File: config.mk
export PLATFORM = sky130hd
export DESIGN_NAME = low_power_receive_state_uart_rx
export DESIGN_NICKNAME = d
export VERILOG_FILES = /design/src/pkg/low_power_receive_state_rx_pkg.sv /design/src/pkg/rx_frame_if.sv /design/src/rtl/rx_shifter.sv /design/src/rtl/low_power_receive_state_uart_rx.sv
export SDC_FILE = /design/constraint.sdc
export NUM_CORES = 1
export LEC_CHECK = 0
export BUFFER_PORTS_ARGS = -buffer_cell sky130_fd_sc_hd__buf_4
export CORE_UTILIZATION = 40
export CTS_BUF_LIST = sky130_fd_sc_hd__clkbuf_8 sky130_fd_sc_hd__clkbuf_16
export DETAILED_ROUTE_END_ITERATION = 8
export HOLD_SLACK_MARGIN = 0.12
export PLACE_DENSITY = 0.57
export RECOVER_POWER = 50
export SYNTH_ARGS = -nofsm -noshare
export SYNTH_HDL_FRONTEND = slang
export SYNTH_SLANG_ARGS = --single-unit
export TNS_END_PERCENT = 10
File: constraint.sdc
create_clock -name ref_clk -period 2.15 [get_ports ref_clk]
set_input_delay 0.215 -clock ref_clk [delete_from_list [all_inputs] [get_ports ref_clk]]
set_output_delay 0.215 -clock ref_clk [all_outputs]
set_load 0.1 [all_outputs]
File: src/pkg/low_power_receive_state_rx_pkg.sv
// Package with constants and types for the low-power UART receive path.
// Contract
// - Receive frames in stop mode when enabled.
// - Without enable, stop mode halts all reception.
// - Low-power receive needs on-chip oscillator clock.
// - Suppress bit blocks error flags and interrupt.
// - Valid receive edge moves stop into low_power_receive_state.
// - Short pulse enters low_power_receive_state and stays there without transfer.
package low_power_receive_state_rx_pkg;
  // ************************************************************
  // Widths and timing.
  // ************************************************************
  localparam int DATA_W = 8;
  localparam int DIV_W = 16;
  localparam logic [DIV_W-1:0] DIV_RESET = 16'h015B;
  localparam logic [DATA_W-1:0] DATA_RESET = 8'h00;

  // ************************************************************
  // Power and receiver state types.
  // ************************************************************
  typedef enum logic [1:0] {
    PWR_RUN = 2'b00,
    PWR_STOP = 2'b01,
    PWR_LOW_POWER_RECEIVE_STATE = 2'b10
  } pwr_state_e;

  typedef enum logic [1:0] {
    RX_IDLE = 2'b00,
    RX_START = 2'b01,
    RX_DATA = 2'b10,
    RX_STOPB = 2'b11
  } rx_state_e;
endpackage : low_power_receive_state_rx_pkg

File: src/pkg/rx_frame_if.sv
// Interface carrying received frames from the shifter to the control logic.
`timescale 1ns/10ps
interface rx_frame_if;
  logic [7:0] data;
  logic done;
  logic parity_err;
  logic framing_err;
  logic busy;
  logic start_seen;
  modport shifter (output data, done, parity_err, framing_err, busy, start_seen);
  modport ctrl (input data, done, parity_err, framing_err, busy, start_seen);
endinterface : rx_frame_if

File: src/rtl/rx_shifter.sv
// Module that samples the serial input and assembles 8-bit frames with parity.
`timescale 1ns/10ps
module rx_shifter (
  input wire logic ref_clk,
  input wire logic reset_n,
  input wire logic clk_en,
  input wire logic run,
  input wire logic rx_in,
  input wire logic parity_en,
  input wire logic parity_odd,
  input wire logic [low_power_receive_state_rx_pkg::DIV_W-1:0] bit_div,
  rx_frame_if.shifter frm
);
  import low_power_receive_state_rx_pkg::*;

  rx_state_e state_q;
  logic [DIV_W-1:0] cnt_q;
  logic [3:0] bit_q;
  logic [8:0] shift_q;
  logic rx_prev_q;
  wire fall = rx_prev_q & ~rx_in;
  wire tick = (cnt_q == '0);
  wire [DIV_W-1:0] half_div = bit_div >> 1;
  wire [3:0] last_bit = parity_en ? 4'h8 : 4'h7;
  wire par_calc = ^shift_q[7:0] ^ parity_odd;

  // Walks start, data, optional parity and stop bit, sampling mid-bit.
  always_ff @(posedge ref_clk) begin
    if (!reset_n) begin
      state_q <= RX_IDLE;
      cnt_q <= '0;
      bit_q <= 4'h0;
      shift_q <= 9'h000;
      rx_prev_q <= 1'b1;
      frm.done <= 1'b0;
      frm.start_seen <= 1'b0;
      frm.parity_err <= 1'b0;
      frm.framing_err <= 1'b0;
      frm.data <= DATA_RESET;
    end else if (clk_en) begin
      rx_prev_q <= rx_in;
      frm.done <= 1'b0;
      frm.start_seen <= 1'b0;
      if (!run) begin
        state_q <= RX_IDLE;
      end else begin
        cnt_q <= tick ? bit_div : cnt_q - 1'b1;
        unique case (state_q)
          RX_IDLE: begin
            if (fall) begin
              state_q <= RX_START;
              cnt_q <= half_div;
            end
          end
          RX_START: begin
            // A pulse gone before mid-bit is not a start bit.
            if (tick) begin
              state_q <= rx_in ? RX_IDLE : RX_DATA;
              frm.start_seen <= ~rx_in;
              bit_q <= 4'h0;
            end
          end
          RX_DATA: begin
            if (tick) begin
              shift_q[bit_q] <= rx_in;
              bit_q <= bit_q + 4'h1;
              if (bit_q == last_bit) begin
                state_q <= RX_STOPB;
              end
            end
          end
          RX_STOPB: begin
            if (tick) begin
              state_q <= RX_IDLE;
              frm.done <= 1'b1;
              frm.data <= shift_q[7:0];
              frm.framing_err <= ~rx_in;
              frm.parity_err <= parity_en & (par_calc != shift_q[8]);
            end
          end
        endcase
      end
    end
  end

  assign frm.busy = (state_q != RX_IDLE);
endmodule : rx_shifter

File: src/rtl/low_power_receive_state_uart_rx.sv
// Top of the UART receive path with stop-mode low_power_receive_state wake behaviour.
`timescale 1ns/10ps
module low_power_receive_state_uart_rx #(
  parameter logic [low_power_receive_state_rx_pkg::DIV_W-1:0] BIT_DIV = low_power_receive_state_rx_pkg::DIV_RESET
) (
  input wire logic ref_clk,
  input wire logic reset_n,
  input wire logic clk_en,
  input wire logic serial_receive_pin,
  input wire logic stop_req,
  input wire logic cpu_wake,
  input wire logic hs_onchip_osc_clock,
  input wire logic low_power_receive_state_wake_enable,
  input wire logic low_power_receive_state_error_suppress,
  input wire logic error_irq_output_control,
  input wire logic parity_en,
  input wire logic parity_odd,
  input wire logic data_read,
  input wire logic clear_errors,
  output logic [low_power_receive_state_rx_pkg::DATA_W-1:0] serial_receive_data_reg,
  output logic parity_error_flag,
  output logic framing_error_flag,
  output logic overrun_error_flag,
  output logic receive_complete_irq,
  output logic receive_error_irq,
  output logic transfer_active_flag,
  output logic low_power_receive_state,
  output logic cpu_stopped
);
  import low_power_receive_state_rx_pkg::*;

  // ************************************************************
  // Power state and receiver gating.
  // ************************************************************
  pwr_state_e pwr_q;
  logic full_q;
  rx_frame_if frm ();

  // Low_power_receive_state is legal only on the on-chip oscillator clock.
  wire low_power_receive_state_ok = low_power_receive_state_wake_enable & hs_onchip_osc_clock;
  wire in_run = (pwr_q == PWR_RUN);
  // Receiver runs in normal mode or while low_power_receive_state is allowed.
  wire rx_run = in_run | low_power_receive_state_ok;
  wire valid_edge = (pwr_q == PWR_STOP) & low_power_receive_state_ok & ~serial_receive_pin;
  wire frame_ok = frm.done & ~frm.parity_err & ~frm.framing_err;
  wire overrun = frm.done & full_q & ~data_read;
  wire any_err = frm.done & (frm.parity_err | frm.framing_err) | overrun;
  // Suppression masks error flags and interrupts, not the wake decision.
  wire err_take = any_err & ~low_power_receive_state_error_suppress;
  wire good_done = frm.done & ~(any_err & low_power_receive_state_error_suppress);

  // Frame sampling and assembly.
  rx_shifter u_shift (
    .ref_clk(ref_clk),
    .reset_n(reset_n),
    .clk_en(clk_en),
    .run(rx_run),
    .rx_in(serial_receive_pin),
    .parity_en(parity_en),
    .parity_odd(parity_odd),
    .bit_div(BIT_DIV),
    .frm(frm.shifter)
  );

  // Power state machine: stop, low_power_receive_state on edge, run on good frame.
  always_ff @(posedge ref_clk) begin
    if (!reset_n) begin
      pwr_q <= PWR_RUN;
    end else if (clk_en) begin
      unique case (pwr_q)
        PWR_RUN: begin
          if (stop_req) begin
            pwr_q <= PWR_STOP;
          end
        end
        PWR_STOP: begin
          if (cpu_wake) begin
            pwr_q <= PWR_RUN;
          end else if (valid_edge) begin
            pwr_q <= PWR_LOW_POWER_RECEIVE_STATE;
          end
        end
        PWR_LOW_POWER_RECEIVE_STATE: begin
          // Stays here if no start bit ever qualifies.
          if (cpu_wake || (frame_ok && !overrun)) begin
            pwr_q <= PWR_RUN;
          end else if (frm.done && !frm.busy) begin
            pwr_q <= PWR_STOP;
          end
        end
        default: begin
          pwr_q <= PWR_RUN;
        end
      endcase
    end
  end

  // Data register, flags and interrupt pulses; a new error beats a clear.
  always_ff @(posedge ref_clk) begin
    if (!reset_n) begin
      serial_receive_data_reg <= DATA_RESET;
      full_q <= 1'b0;
      parity_error_flag <= 1'b0;
      framing_error_flag <= 1'b0;
      overrun_error_flag <= 1'b0;
      receive_complete_irq <= 1'b0;
      receive_error_irq <= 1'b0;
      transfer_active_flag <= 1'b0;
      low_power_receive_state <= 1'b0;
      cpu_stopped <= 1'b0;
    end else if (clk_en) begin
      if (frm.done) begin
        serial_receive_data_reg <= frm.data;
      end
      full_q <= frm.done | (full_q & ~data_read);
      parity_error_flag <= (err_take & frm.parity_err) |
                           (parity_error_flag & ~clear_errors);
      framing_error_flag <= (err_take & frm.framing_err) |
                            (framing_error_flag & ~clear_errors);
      overrun_error_flag <= (err_take & overrun) |
                            (overrun_error_flag & ~clear_errors);
      // Error mode selects where an error is reported.
      receive_error_irq <= err_take & error_irq_output_control;
      receive_complete_irq <= good_done &
                              ~(err_take & error_irq_output_control);
      transfer_active_flag <= frm.busy;
      low_power_receive_state <= (pwr_q == PWR_LOW_POWER_RECEIVE_STATE);
      cpu_stopped <= ~in_run;
    end
  end
endmodule : low_power_receive_state_uart_rx

==> results.txt, run 1 <==
----------------------------------------------------
[Run status]
  Status ... complete, no violations

[Global route]
  Global router's overall resource usage ... 0.180
  Wire length of the first global-routing pass ... about 12000 um
  Maximum number of pins on one net before global-route repair ... 65
  Vias in the first global route ... between 2000 and 2500
  Sum of overflow across all layers after global routing ... 0
  Number of antenna violations at the first check in global routing ... 0

[Critical path]
  WP buf/inv ... 1
  Startpoint Class ... flop
  Kind of critical path ... reg -> reg
  Critical Path Sink Type ... flop
  Largest stage delay, worst path ... approximately 0.38 ns
  Cell type group with the largest total delay on the critical path ... simple AND/OR/NAND/NOR gates
  Cell-by-cell trace of the critical path ... inv_1 > ha_2 > nor4b_4 > nand4_4 > or3_4 > and3_1 > a311o_1
  Slowest library cell on the worst path ... sky130_fd_sc_hd__or3_4
  Critical path required time ... 2.38 ns
  Crit-path max FO ... 6
  Data arrival time of the critical path ... between 2 and 2.5 ns

[Yosys]
  Register bit count reported by yosys ... 62
  Syn_nets ... 396
  Mean instance size in the synthesized netlist ... roughly 8.5 um2
  Fraction of the yosys area taken by sequential cells ... 0.392
  Library cell occupying the most area in the post-synthesis netlist ... sky130_fd_sc_hd__dfxtp_1
  Portion of synthesized cell area occupied by the leading cell type ... 0.392
  Commonest cells post-synth ... sky130_fd_sc_hd__nand2_1 (67), sky130_fd_sc_hd__dfxtp_1 (62), sky130_fd_sc_hd__nor2_1 (27), sky130_fd_sc_hd__a21boi_0 (24), sky130_fd_sc_hd__nor2b_1 (16)
  Synthesized cell area ... approximately 3200 um2
  Number of flops mapped to enable cells by yosys ... 0
  Prevailing post-synth register cell ... sky130_fd_sc_hd__dfxtp_1
  Mapped Cells ... between 300 and 400
  Async set-reset flop share out of synthesis ... 0
  Library cells used by synthesis ... 53
  Synth warnings ... 0
  Library cell with the highest instance count after synthesis ... sky130_fd_sc_hd__nand2_1
  Leading cell types by total area after synthesis ... sky130_fd_sc_hd__dfxtp_1 (39%), sky130_fd_sc_hd__nand2_1 (7.9%), sky130_fd_sc_hd__a21boi_0 (5.7%)

[Clocking]
  Root buffer cell ... sky130_fd_sc_hd__clkbuf_8
  Clock-pin slew on the worst setup and hold paths ... ~0.08 ns
  Clk_lat worst skew ... between 0.3 and 0.4 ns
  Number of resized instances in the post-cts repair step ... 0
  CTS tree ... yes
  Inserted Clock Buffers ... 9
  Hold Buf Count CTS ... 0
  Depth of the CTS H-tree ... 3
  CTS sink count ... a little over 60
  Postcts setup bufs ... 0
  CTS max path bufs ... 2

[Cells and area]
  Synthesis-to-layout area growth ... 15.3%
  Number of fill cells ... ~800
  Largest registers ... u_shift.cnt_q: 16 flops, u_shift.shift_q: 9 flops
  Register with the most flip-flops ... u_shift.cnt_q
  Nets ... 431
  Number of diodes ... 0
  Final instance count without filler cells ... 515
  Area of combinational cells with multiple inputs ... approximately 1800 um2
  Fraction of final layout cells with drive strength greater than 1 ... 0.126
  Flip-flop count of the largest register, all copies and words added ... 16
  Register area ... 1240 um2

[STA]
  Max_slew headroom ... 0.218
  Worst Clk Skew ... roughly 0.0090 ns
  Final setup vio count ... 0
  RSZ-0062 raised after global routing ... false
  Sum of negative setup slack ... 0 ns
  Final hold violations ... 0
  Peak Freq ... 492 MHz
  Final period utilization ... 0.946
  Final min period ... a little over 2 ns
  Min Hold Slack ... 0.206 ns
  Number of max-slew violations in the final report ... 0
  Slew at the pin closest to its max-slew limit ... approximately 1.2 ns

[Detailed routing]
  Vias per inst ... about 5
  Number of iterations in the first detailed-routing pass ... 5
  Detailed-route wire length per cell ... about 13 um
  Residual DRC ... 0
  Detail Route Antenna Nets ... 0
  Total via count after detailed routing ... 2638
  Number of design-rule violations left by the first detailed-router iteration ... around 150
  Sum of routed wire length over all layers ... just under 7000 um

[Floorplan]
  Overall die area ... 8280 um2
  Die outline height ... around 91 um
  Initial core utilization ... 0.412
  Number of I/O pins ... 30
  X dimension of the die ... between 90 and 100 um
  Site Rows ... 32
  Placeable core region ... between 7000 and 8000 um2

[Pwr]
  Cell leakage power ... between 1 and 1.5 nW
  Maximum vdd ir drop ... 0.000345 V
  Power Density ... between 700 and 800 nW/um2

[Placed design]
  Number of port buffers ... 29
  Number of placed cells counting well taps ... 499
  Final estimated routing congestion in global placement ... roughly 0.8
  Estimated wirelength of the detail-placed design ... 4810 um

[Min path]
  Class of the tightest hold or removal check ... in -> reg

[Job]
  Max capacitance violation total ... 0

----------------------------------------------------
## layer usage
layer / global-route usage / part of all wire
met2: 0.275 / 0.43
met3: 0.0427 / 0.040
met5: 0 / 0
met4: 0.0754 / 0.015
met1: 0.243 / 0.52
## kinds of logic after synthesis
kind of cell    Yosys count  share of synthesized area
compound gates           69                      0.156
xor+xnor                 15                     0.0415
fa+ha+maj                 9                     0.0356
buf+inv                  26                     0.0312
flops                    62                      0.392
mux                      14                     0.0442
simple gates            178                      0.300
## worst paths after layout
kind / startpoint / cells past startpoint / end / slack [ns]
setup / recovery: u_shift.cnt_q[0]$_SDFFE_PN0P_ / 7 / u_shift.frm.parity_err$_SDFFE_PN0P_ / 0.12
hold / removal: serial_receive_pin / 3 / u_shift.rx_prev_q$_SDFFE_PN1P_ / 0.21
setup reg to reg: u_shift.cnt_q[0]$_SDFFE_PN0P_ / 7 / u_shift.frm.parity_err$_SDFFE_PN0P_ / 0.12
hold reg to reg: u_shift.frm.data[1]$_SDFFE_PN0P_ / 2 / serial_receive_data_reg[1]$_SDFFE_PN0P_ / 0.46
## cell usage in the layout (no fill, tap or decap), drive strengths merged, types with 2 or more instances in the layout
cell type  netlist  final
nand2           68     68
nand2b           3      3
inv             10     10
xnor2            9      9
nand3b           3      3
a21boi          24     24
clkinvlp         0      2
xor2             6      6
or3              2      2
nor4             6      6
ha               9      9
o31a             3      3
and4             2      2
and3             4      4
nand4            7      7
o211ai           2      2
a211oi           2      2
mux2i           14     14
nor4b            2      2
o21ai           12     12
nor2            27     27
a21oi           10     10
nor3            11     11
and2             4      4
a22oi            3      3
nor2b           16     16
nor4bb           2      2
dfxtp           62     62
clkinv           0      5
o211a            4      4
nand3           14     14
and4b            3      3
clkbuf          15     26
buf              1     23
## cell type report
cell class / count / share of cell area
Inverter: 10 / 0.0103
Multi-Input combinational cell: 285 / 0.502
Clock buffer: 9 / 0.0339
Sequential cell: 62 / 0.340
Timing Repair Buffer: 40 / 0.0651
Clock inverter: 7 / 0.0141
Tap cell: 102 / 0.0350
## where the power goes
group | leakage [nW] | total, mW | switching, mW | internal [mW]
clock network | 0.0852 | 0.913 | 0.495 | 0.418
logic | 0.782 | 0.564 | 0.324 | 0.241
registers | 0.502 | 1.26 | 0.0664 | 1.20
## worst min-delay path: cells and delay by family
| kind | cells | cell delay (ns) |
|---|---|---|
| simple gates | 1 | 0.06 |
| compound gates | 1 | 0.07 |
| buf+inv | 1 | 0.16 |
## metrics by stage
stage | setup WS, ns | utilization | instance area [um2] | power (mW)
after detailed placement | 0.0765 | 0.460 | 3530 | 1.86
after global placement | 0.109 | 0.460 | 3530 | 1.85
after CTS | 0.0517 | 0.482 | 3710 | 2.77
final | 0.116 | 0.475 | 3650 | 2.74
after floorplan | 0.171 | - | 3170 | 1.68
after global routing | 0.00722 | 0.475 | 3650 | 2.90
(Power assumes the default switching activity.)
==> run 2: changes to the inputs <==
--- a/config.mk
+++ b/config.mk
@@ -5,12 +5,12 @@
 export SDC_FILE = /design/constraint.sdc
 export NUM_CORES = 1
 export LEC_CHECK = 0
-export BUFFER_PORTS_ARGS = -buffer_cell sky130_fd_sc_hd__buf_4
-export CORE_UTILIZATION = 40
+export CORE_UTILIZATION = 28
 export CTS_BUF_LIST = sky130_fd_sc_hd__clkbuf_8 sky130_fd_sc_hd__clkbuf_16
 export DETAILED_ROUTE_END_ITERATION = 8
+export DONT_BUFFER_PORTS = 1
 export HOLD_SLACK_MARGIN = 0.12
-export PLACE_DENSITY = 0.57
+export PLACE_DENSITY = 0.4
 export RECOVER_POWER = 50
 export SYNTH_ARGS = -nofsm -noshare
 export SYNTH_HDL_FRONTEND = slang
==> run 2 against run 1 <==
Routed wire length rose by 14%. Sequential share of layout area fell by 1.8 points. Critical path depth unchanged. Non-clock buffer count shrank 5. Final cell count rose by 6.2%. Global-route usage decreased by 3.2 points. Clock power is 73% higher. Die area rose by 42%. Cell area grew 5.5%. Combinational power is 3% higher. Critical endpoint unchanged. Highest routed layer unchanged.
==> results.txt, run 2 (same netlist as run 1, synthesis figures left out) <==
----------------------------------------------------
[Cells and area]
  Final instance count without filler cells ... 547 (+6.2%)
  Register with the most flip-flops ... u_shift.cnt_q
  Commonest cells after routing, fill and taps aside ... sky130_fd_sc_hd__nand2_1 (67), sky130_fd_sc_hd__dfxtp_1 (62), sky130_fd_sc_hd__nor2_1 (27)
  Fraction of final layout cells with drive strength greater than 1 ... 0.0983 (-0.0276)
  Nets ... 426 (-1.2%)
  Flip-flop count of the largest register, all copies and words added ... 16 (unchanged)
  Commonest non-fill, non-tap cell in the layout ... sky130_fd_sc_hd__nand2_1
  Synthesis-to-layout area growth ... 21.6%
  Number of diodes ... 0 (unchanged)
  Core Util, Final ... 0.352 (-0.123)
  Largest registers ... u_shift.cnt_q: 16 flops, u_shift.shift_q: 9 flops
  Summed area of non-filler cells in the final layout ... 3850 um2 (+5.5%)

[Critical path]
  Cell-by-cell trace of the critical path ... inv_1 > ha_4 > nor4b_4 > nand4_4 > or3_4 > and3_1 > a311o_1
  Reg2reg end ... u_shift.frm.parity_err$_SDFFE_PN0P_
  Largest stage delay, worst path ... 0.42 ns (+0.04 ns)
  Cell type group with the largest total delay on the critical path ... simple AND/OR/NAND/NOR gates
  Critical Path Sink Type ... flop
  Origin of the critical flop-to-flop path ... u_shift.cnt_q[1]$_SDFFE_PN0P_
  Crit-path max FO ... 6 (unchanged)
  Data arrival time of the critical path ... 2.23 ns (-0.03 ns)
  Critical path required time ... 2.37 ns (about the same)
  Worst r2r path cells ... 7 (unchanged)
  Startpoint Class ... flop
  WP buf/inv ... 1 (unchanged)
  Kind of critical path ... reg -> reg
  Slowest library cell on the worst path ... sky130_fd_sc_hd__or3_4
  Reg-to-reg slack, setup ... 0.15 ns (+0.03 ns)

[Pwr]
  Power Density ... 890 nW/um2 (+19%)
  Maximum vdd ir drop ... 0.000426 V (+23%)
  Post-layout total power ... 3.43 mW (+25%)
  Cell leakage power ... 1.43 nW (+4.1%)

[Detailed routing]
  Total via count after detailed routing ... 2660 (+0.83%)
  Vias per inst ... 4.86 (-5.1%)
  Residual DRC ... 0 (unchanged)
  Sum of routed wire length over all layers ... 7830 um (+14%)
  Number of iterations in the first detailed-routing pass ... 4 (-1)
  Detail Route Antenna Nets ... 0 (unchanged)
  Number of design-rule violations left by the first detailed-router iteration ... 123 (-19%)
  Detailed-route wire length per cell ... 14.3 um (+7.5%)

[STA]
  Final hold violations ... 0 (unchanged)
  Sum of negative setup slack ... 0 ns (unchanged)
  Number of max-slew violations in the final report ... 0 (unchanged)
  Final setup vio count ... 0 (unchanged)
  Min Hold Slack ... 0.141 ns (-0.0645 ns)
  Worst Clk Skew ... 0.00665 ns (-0.00232 ns)
  RSZ-0062 raised after global routing ... false
  Final period utilization ... 0.932 (-0.0138)
  Final worst slack ... 0.146 ns (+0.0296 ns)
  Max_slew headroom ... 0.180 (-0.0381)
  Final min period ... 2.00 ns (-0.0296 ns)
  Peak Freq ... 499 MHz (+1.5%)
  Slew at the pin closest to its max-slew limit ... 1.23 ns (+0.0522 ns)

[Global route]
  Number of antenna violations at the first check in global routing ... 0 (unchanged)
  Global router's overall resource usage ... 0.148 (-0.0323)
  Maximum number of pins on one net before global-route repair ... 61 (-6.2%)
  Wire length of the first global-routing pass ... 13000 um (+9.8%)
  Sum of overflow across all layers after global routing ... 0 (unchanged)
  Vias in the first global route ... 2649 (+7.2%)

[Clocking]
  CTS sink count ... 62 (unchanged)
  Clk_lat worst skew ... 0.34 ns (about the same)
  Root buffer cell ... sky130_fd_sc_hd__clkbuf_16
  Inserted Clock Buffers ... 9 (unchanged)
  Depth of the CTS H-tree ... 3 (unchanged)
  Clock-pin slew on the worst setup and hold paths ... 0.05 ns (-0.03 ns)
  CTS max path bufs ... 2 (unchanged)
  CTS tree ... yes

[Floorplan]
  Site Rows ... 38 (+19%)
  Die outline height ... 108 um (+19%)
  Placeable core region ... 10900 um2 (+42%)
  X dimension of the die ... 108 um (+19%)
  Overall die area ... 11700 um2 (+42%)
  Number of I/O pins ... 30 (unchanged)
  Initial core utilization ... 0.290 (-0.122)

[Placed design]
  Placement-stage cell area ... 3510 um2 (-0.78%)
  Estimated wirelength of the detail-placed design ... 5300 um (+10%)
  Number of placed cells counting well taps ... 527 (+5.6%)
  Pre-CTS setup slack ... 0.0734 ns (-0.00316 ns)
  Number of port buffers ... 0 (-100%)
  Final estimated routing congestion in global placement ... 0.736 (-7.8%)

[Min path]
  Start point of the worst hold path ... low_power_receive_state_error_suppress
  Class of the tightest hold or removal check ... in -> reg
  End point of the worst hold path ... receive_error_irq$_SDFFE_PN0P_
  Instance count along the most critical hold path ... 3 (unchanged)

[Run status]
  Status ... complete, no violations

[Job]
  Max capacitance violation total ... 0 (unchanged)

----------------------------------------------------
[run 2: worst register-to-register path, stage by stage, from the launching register on]
cell and delay, ns:
sky130_fd_sc_hd__dfxtp_1 0.32, sky130_fd_sc_hd__inv_1 0.09, sky130_fd_sc_hd__ha_4 0.15, sky130_fd_sc_hd__nor4b_4 0.27, sky130_fd_sc_hd__nand4_4 0.13, sky130_fd_sc_hd__or3_4 0.42, sky130_fd_sc_hd__and3_1 0.20, sky130_fd_sc_hd__a311o_1 0.31
[run 2: cell type report]
type	instances	area (um2)
clock buffer	11	253
clock inverter	4	71.3
fill	1168	7090
inverter	10	37.5
multi-input combinational	285	1840
sequential	62	1240
tap	140	175
timing repair buffer	35	233
[run 2: per-layer routing]
metal	routed length, um	track usage	vias up
met5	0	0	-
li1	-	-	1364
met1	3960	0.190	1251
met2	3420	0.220	34
met4	128	0.0734	0
met3	324	0.0488	11
[run 2: worst max-delay path by stage]
stage / from / endpoint / cells after the start
after floorplan: u_shift.cnt_q[0]$_SDFFE_PN0P_ / u_shift.frm.parity_err$_SDFFE_PN0P_ / 7
after detailed placement: u_shift.cnt_q[1]$_SDFFE_PN0P_ / u_shift.frm.parity_err$_SDFFE_PN0P_ / 7
after CTS: u_shift.cnt_q[1]$_SDFFE_PN0P_ / u_shift.frm.parity_err$_SDFFE_PN0P_ / 7
after global placement: u_shift.cnt_q[1]$_SDFFE_PN0P_ / u_shift.frm.parity_err$_SDFFE_PN0P_ / 7
after global routing: u_shift.cnt_q[1]$_SDFFE_PN0P_ / u_shift.frm.parity_err$_SDFFE_PN0P_ / 7
final: u_shift.cnt_q[1]$_SDFFE_PN0P_ / u_shift.frm.parity_err$_SDFFE_PN0P_ / 7
[run 2: timing repair]
| item | 4_1_cts | 5_1_grt |
|---|---|---|
| resized for setup | 0 | 2 |
| hold buffers | 5 | 0 |
| setup buffers | 0 | 0 |
| endpoints found under the setup margin | 0 | 6 |
| hold endpoints to repair | 54 | 0 |
[run 2: report_power, final]
group          switching [mW]  internal (mW)
combinational           0.330          0.249
sequential             0.0664           1.20
clock                   0.517           1.07
==> run 3: changes to the inputs <==
==> constraint.sdc (replaced) <==
create_clock -name ref_clk -period 2.25 [get_ports ref_clk]
set_input_delay 0.225 -clock ref_clk [delete_from_list [all_inputs] [get_ports ref_clk]]
set_output_delay 0.225 -clock ref_clk [all_outputs]
set_load 0.1 [all_outputs]
==> run 3 against run 2 <==
Cell area is 2.0% lower. Worst hold slack got worse by 0.010 ns. Core utilization shrank 0.72 points. Critical path depth is 1 higher. Worst setup slack better by 0.024 ns. Maximum frequency is 3.6% lower. Non-clock buffer count shrank 4. Sequential cell count is the same. First-iteration DRC count is 38% lower. Global-route usage is 0.40 points lower. Critical endpoint is now u_shift.frm.framing_err$_SDFFE_PN0P_. Largest cell class unchanged. Largest power group unchanged.
==> results.txt, run 3 (same netlist as run 1, synthesis figures left out) <==
----------------------------------------------------
[Floorplan]
  Overall die area ... 11700 um2 (unchanged)
  Die outline height ... 108 um (unchanged)
  X dimension of the die ... 108 um (unchanged)
  Number of I/O pins ... 30 (unchanged)
  Initial core utilization ... 0.290 (unchanged)
  Placeable core region ... 10900 um2 (unchanged)
  Site Rows ... 38 (unchanged)

[Cells and area]
  Commonest non-fill, non-tap cell in the layout ... sky130_fd_sc_hd__nand2_1
  Number of fill cells ... 1173 (+0.43%)
  Register with the most flip-flops ... u_shift.cnt_q
  Fraction of final layout cells with drive strength greater than 1 ... 0.0891 (-0.00917)
  Synthesis-to-layout area growth ... 19.1%
  Core Util, Final ... 0.345 (-0.00721)
  Commonest cells after routing, fill and taps aside ... sky130_fd_sc_hd__nand2_1 (67), sky130_fd_sc_hd__dfxtp_1 (62), sky130_fd_sc_hd__nor2_1 (27)
  Final instance count without filler cells ... 544 (-0.55%)
  Register area ... 1240 um2 (unchanged)
  Largest registers ... u_shift.cnt_q: 16 flops, u_shift.shift_q: 9 flops
  Area of combinational cells with multiple inputs ... 1820 um2 (-0.95%)
  Number of diodes ... 0 (unchanged)
  Nets ... 422 (-0.94%)
  Summed area of non-filler cells in the final layout ... 3770 um2 (-2.0%)
  Flip-flop count of the largest register, all copies and words added ... 16 (unchanged)

[Detailed routing]
  Detail Route Antenna Nets ... 0 (unchanged)
  Detailed-route wire length per cell ... 14.2 um (-0.94%)
  Vias per inst ... 4.82 (-0.85%)
  Number of design-rule violations left by the first detailed-router iteration ... 76 (-38%)
  Number of iterations in the first detailed-routing pass ... 4 (unchanged)
  Sum of routed wire length over all layers ... 7710 um (-1.5%)
  Total via count after detailed routing ... 2623 (-1.4%)
  Residual DRC ... 0 (unchanged)

[Placed design]
  Placement-stage cell area ... 3480 um2 (-0.86%)
  Pre-CTS setup slack ... 0.170 ns (+0.0962 ns)
  Estimated wirelength of the detail-placed design ... 5290 um (-0.13%)
  Number of port buffers ... 0 (unchanged)
  Final estimated routing congestion in global placement ... 0.730 (-0.86%)
  Number of placed cells counting well taps ... 523 (-0.76%)

[STA]
  Final setup vio count ... 0 (unchanged)
  Peak Freq ... 481 MHz (-3.6%)
  Worst Clk Skew ... 0.00576 ns (-0.000891 ns)
  Final period utilization ... 0.924 (-0.00782)
  Final hold violations ... 0 (unchanged)
  Slew at the pin closest to its max-slew limit ... 1.23 ns (+0.00142 ns)
  RSZ-0062 raised after global routing ... false
  Sum of negative setup slack ... 0 ns (unchanged)
  Final worst slack ... 0.170 ns (+0.0244 ns)
  Max_slew headroom ... 0.179 (-0.000949)
  Min Hold Slack ... 0.131 ns (-0.0104 ns)
  Final min period ... 2.08 ns (+0.0756 ns)
  Number of max-slew violations in the final report ... 0 (unchanged)

[Critical path]
  Data arrival time of the critical path ... 2.30 ns (+0.07 ns)
  Critical path required time ... 2.47 ns (+0.10 ns)
  Start point of the critical path ... u_shift.cnt_q[0]$_SDFFE_PN0P_
  Kind of critical path ... reg -> reg
  Critical Path Sink Type ... flop
  Startpoint Class ... flop
  Crit-path max FO ... 11 (+5)
  Origin of the critical flop-to-flop path ... u_shift.cnt_q[0]$_SDFFE_PN0P_

[Global route]
  Maximum number of pins on one net before global-route repair ... 60 (-1.6%)
  Wire length of the first global-routing pass ... 13000 um (-0.68%)
  Global router's overall resource usage ... 0.144 (-0.00399)
  Number of antenna violations at the first check in global routing ... 0 (unchanged)
  Sum of overflow across all layers after global routing ... 0 (unchanged)
  Vias in the first global route ... 2584 (-2.5%)

[Job]
  Max capacitance violation total ... 0 (unchanged)

[Min path]
  Class of the tightest hold or removal check ... in -> reg
  Start point of the worst hold path ... data_read

[Pwr]
  Post-layout total power ... 3.13 mW (-8.7%)
  Maximum vdd ir drop ... 0.000392 V (-8.0%)
  Power Density ... 830 nW/um2 (-6.8%)
  Cell leakage power ... 1.39 nW (-2.6%)

[Clocking]
  Number of resized instances in the post-cts repair step ... 0 (unchanged)
  Depth of the CTS H-tree ... 3 (unchanged)
  CTS tree ... yes
  Clk_lat worst skew ... 0.32 ns (-0.02 ns)
  Inserted Clock Buffers ... 9 (unchanged)
  Clock-pin slew on the worst setup and hold paths ... 0.06 ns (about the same)
  Postcts setup bufs ... 0 (unchanged)
  Hold Buf Count CTS ... 5 (unchanged)
  Root buffer cell ... sky130_fd_sc_hd__clkbuf_16
  CTS max path bufs ... 2 (unchanged)
  CTS sink count ... 62 (unchanged)

[Run status]
  Status ... complete, no violations

----------------------------------------------------
[run 3: changes by cell type in the layout (fill, tap and decap cells not counted)]
cell                        delta
sky130_fd_sc_hd__buf_4         -4
sky130_fd_sc_hd__clkinv_2      +3
sky130_fd_sc_hd__buf_12        +1
sky130_fd_sc_hd__buf_16        -1
sky130_fd_sc_hd__bufinv_16     -1
sky130_fd_sc_hd__clkbuf_8      -1
sky130_fd_sc_hd__clkinv_4      +1
sky130_fd_sc_hd__ha_1          +1
sky130_fd_sc_hd__ha_4          -1
sky130_fd_sc_hd__inv_1         -1
sky130_fd_sc_hd__nor3_1        +1
sky130_fd_sc_hd__nor3_2        -1
[run 3: cell type report]
cell class / count / area share
Clock inverter: 6 / 0.0163
Sequential cell: 62 / 0.329
Tap cell: 140 / 0.0464
Multi-Input combinational cell: 285 / 0.483
Clock buffer: 10 / 0.0634
Inverter: 10 / 0.00995
Timing Repair Buffer: 31 / 0.0518
[run 3: final timing paths]
check / depth (start not counted) / to / slack (ns)
max: 8 / u_shift.frm.framing_err$_SDFFE_PN0P_ / 0.17
min: 3 / full_q$_SDFFE_PN0P_ / 0.13
max reg2reg: 8 / u_shift.frm.framing_err$_SDFFE_PN0P_ / 0.17
min reg2reg: 2 / serial_receive_data_reg[7]$_SDFFE_PN0P_ / 0.46
[run 3: power by group]
group	internal, mW	switching, mW	total, mW
sequential	1.15	0.0623	1.21
combinational	0.220	0.303	0.523
clock	0.883	0.514	1.40
total	2.25	0.879	3.13
[run 3: metal layers]
metal	share of wire	wire length, um	vias to the layer above	GRT usage
met2	0.44	3410	40	0.219
li1	-	-	1356	-
met4	0.013	102	0	0.0492
met3	0.035	267	8	0.0380
met5	0	0	-	0
met1	0.51	3930	1219	0.196
[run 3: critical path: stages (launching register included)]
cell                      delay [ns]
sky130_fd_sc_hd__dfxtp_1        0.34
sky130_fd_sc_hd__inv_1          0.07
sky130_fd_sc_hd__ha_1           0.22
sky130_fd_sc_hd__nor4b_4        0.30
sky130_fd_sc_hd__nand4_4        0.13
sky130_fd_sc_hd__or3_4          0.39
sky130_fd_sc_hd__buf_4          0.18
sky130_fd_sc_hd__and2_1         0.16
sky130_fd_sc_hd__o21a_1         0.18
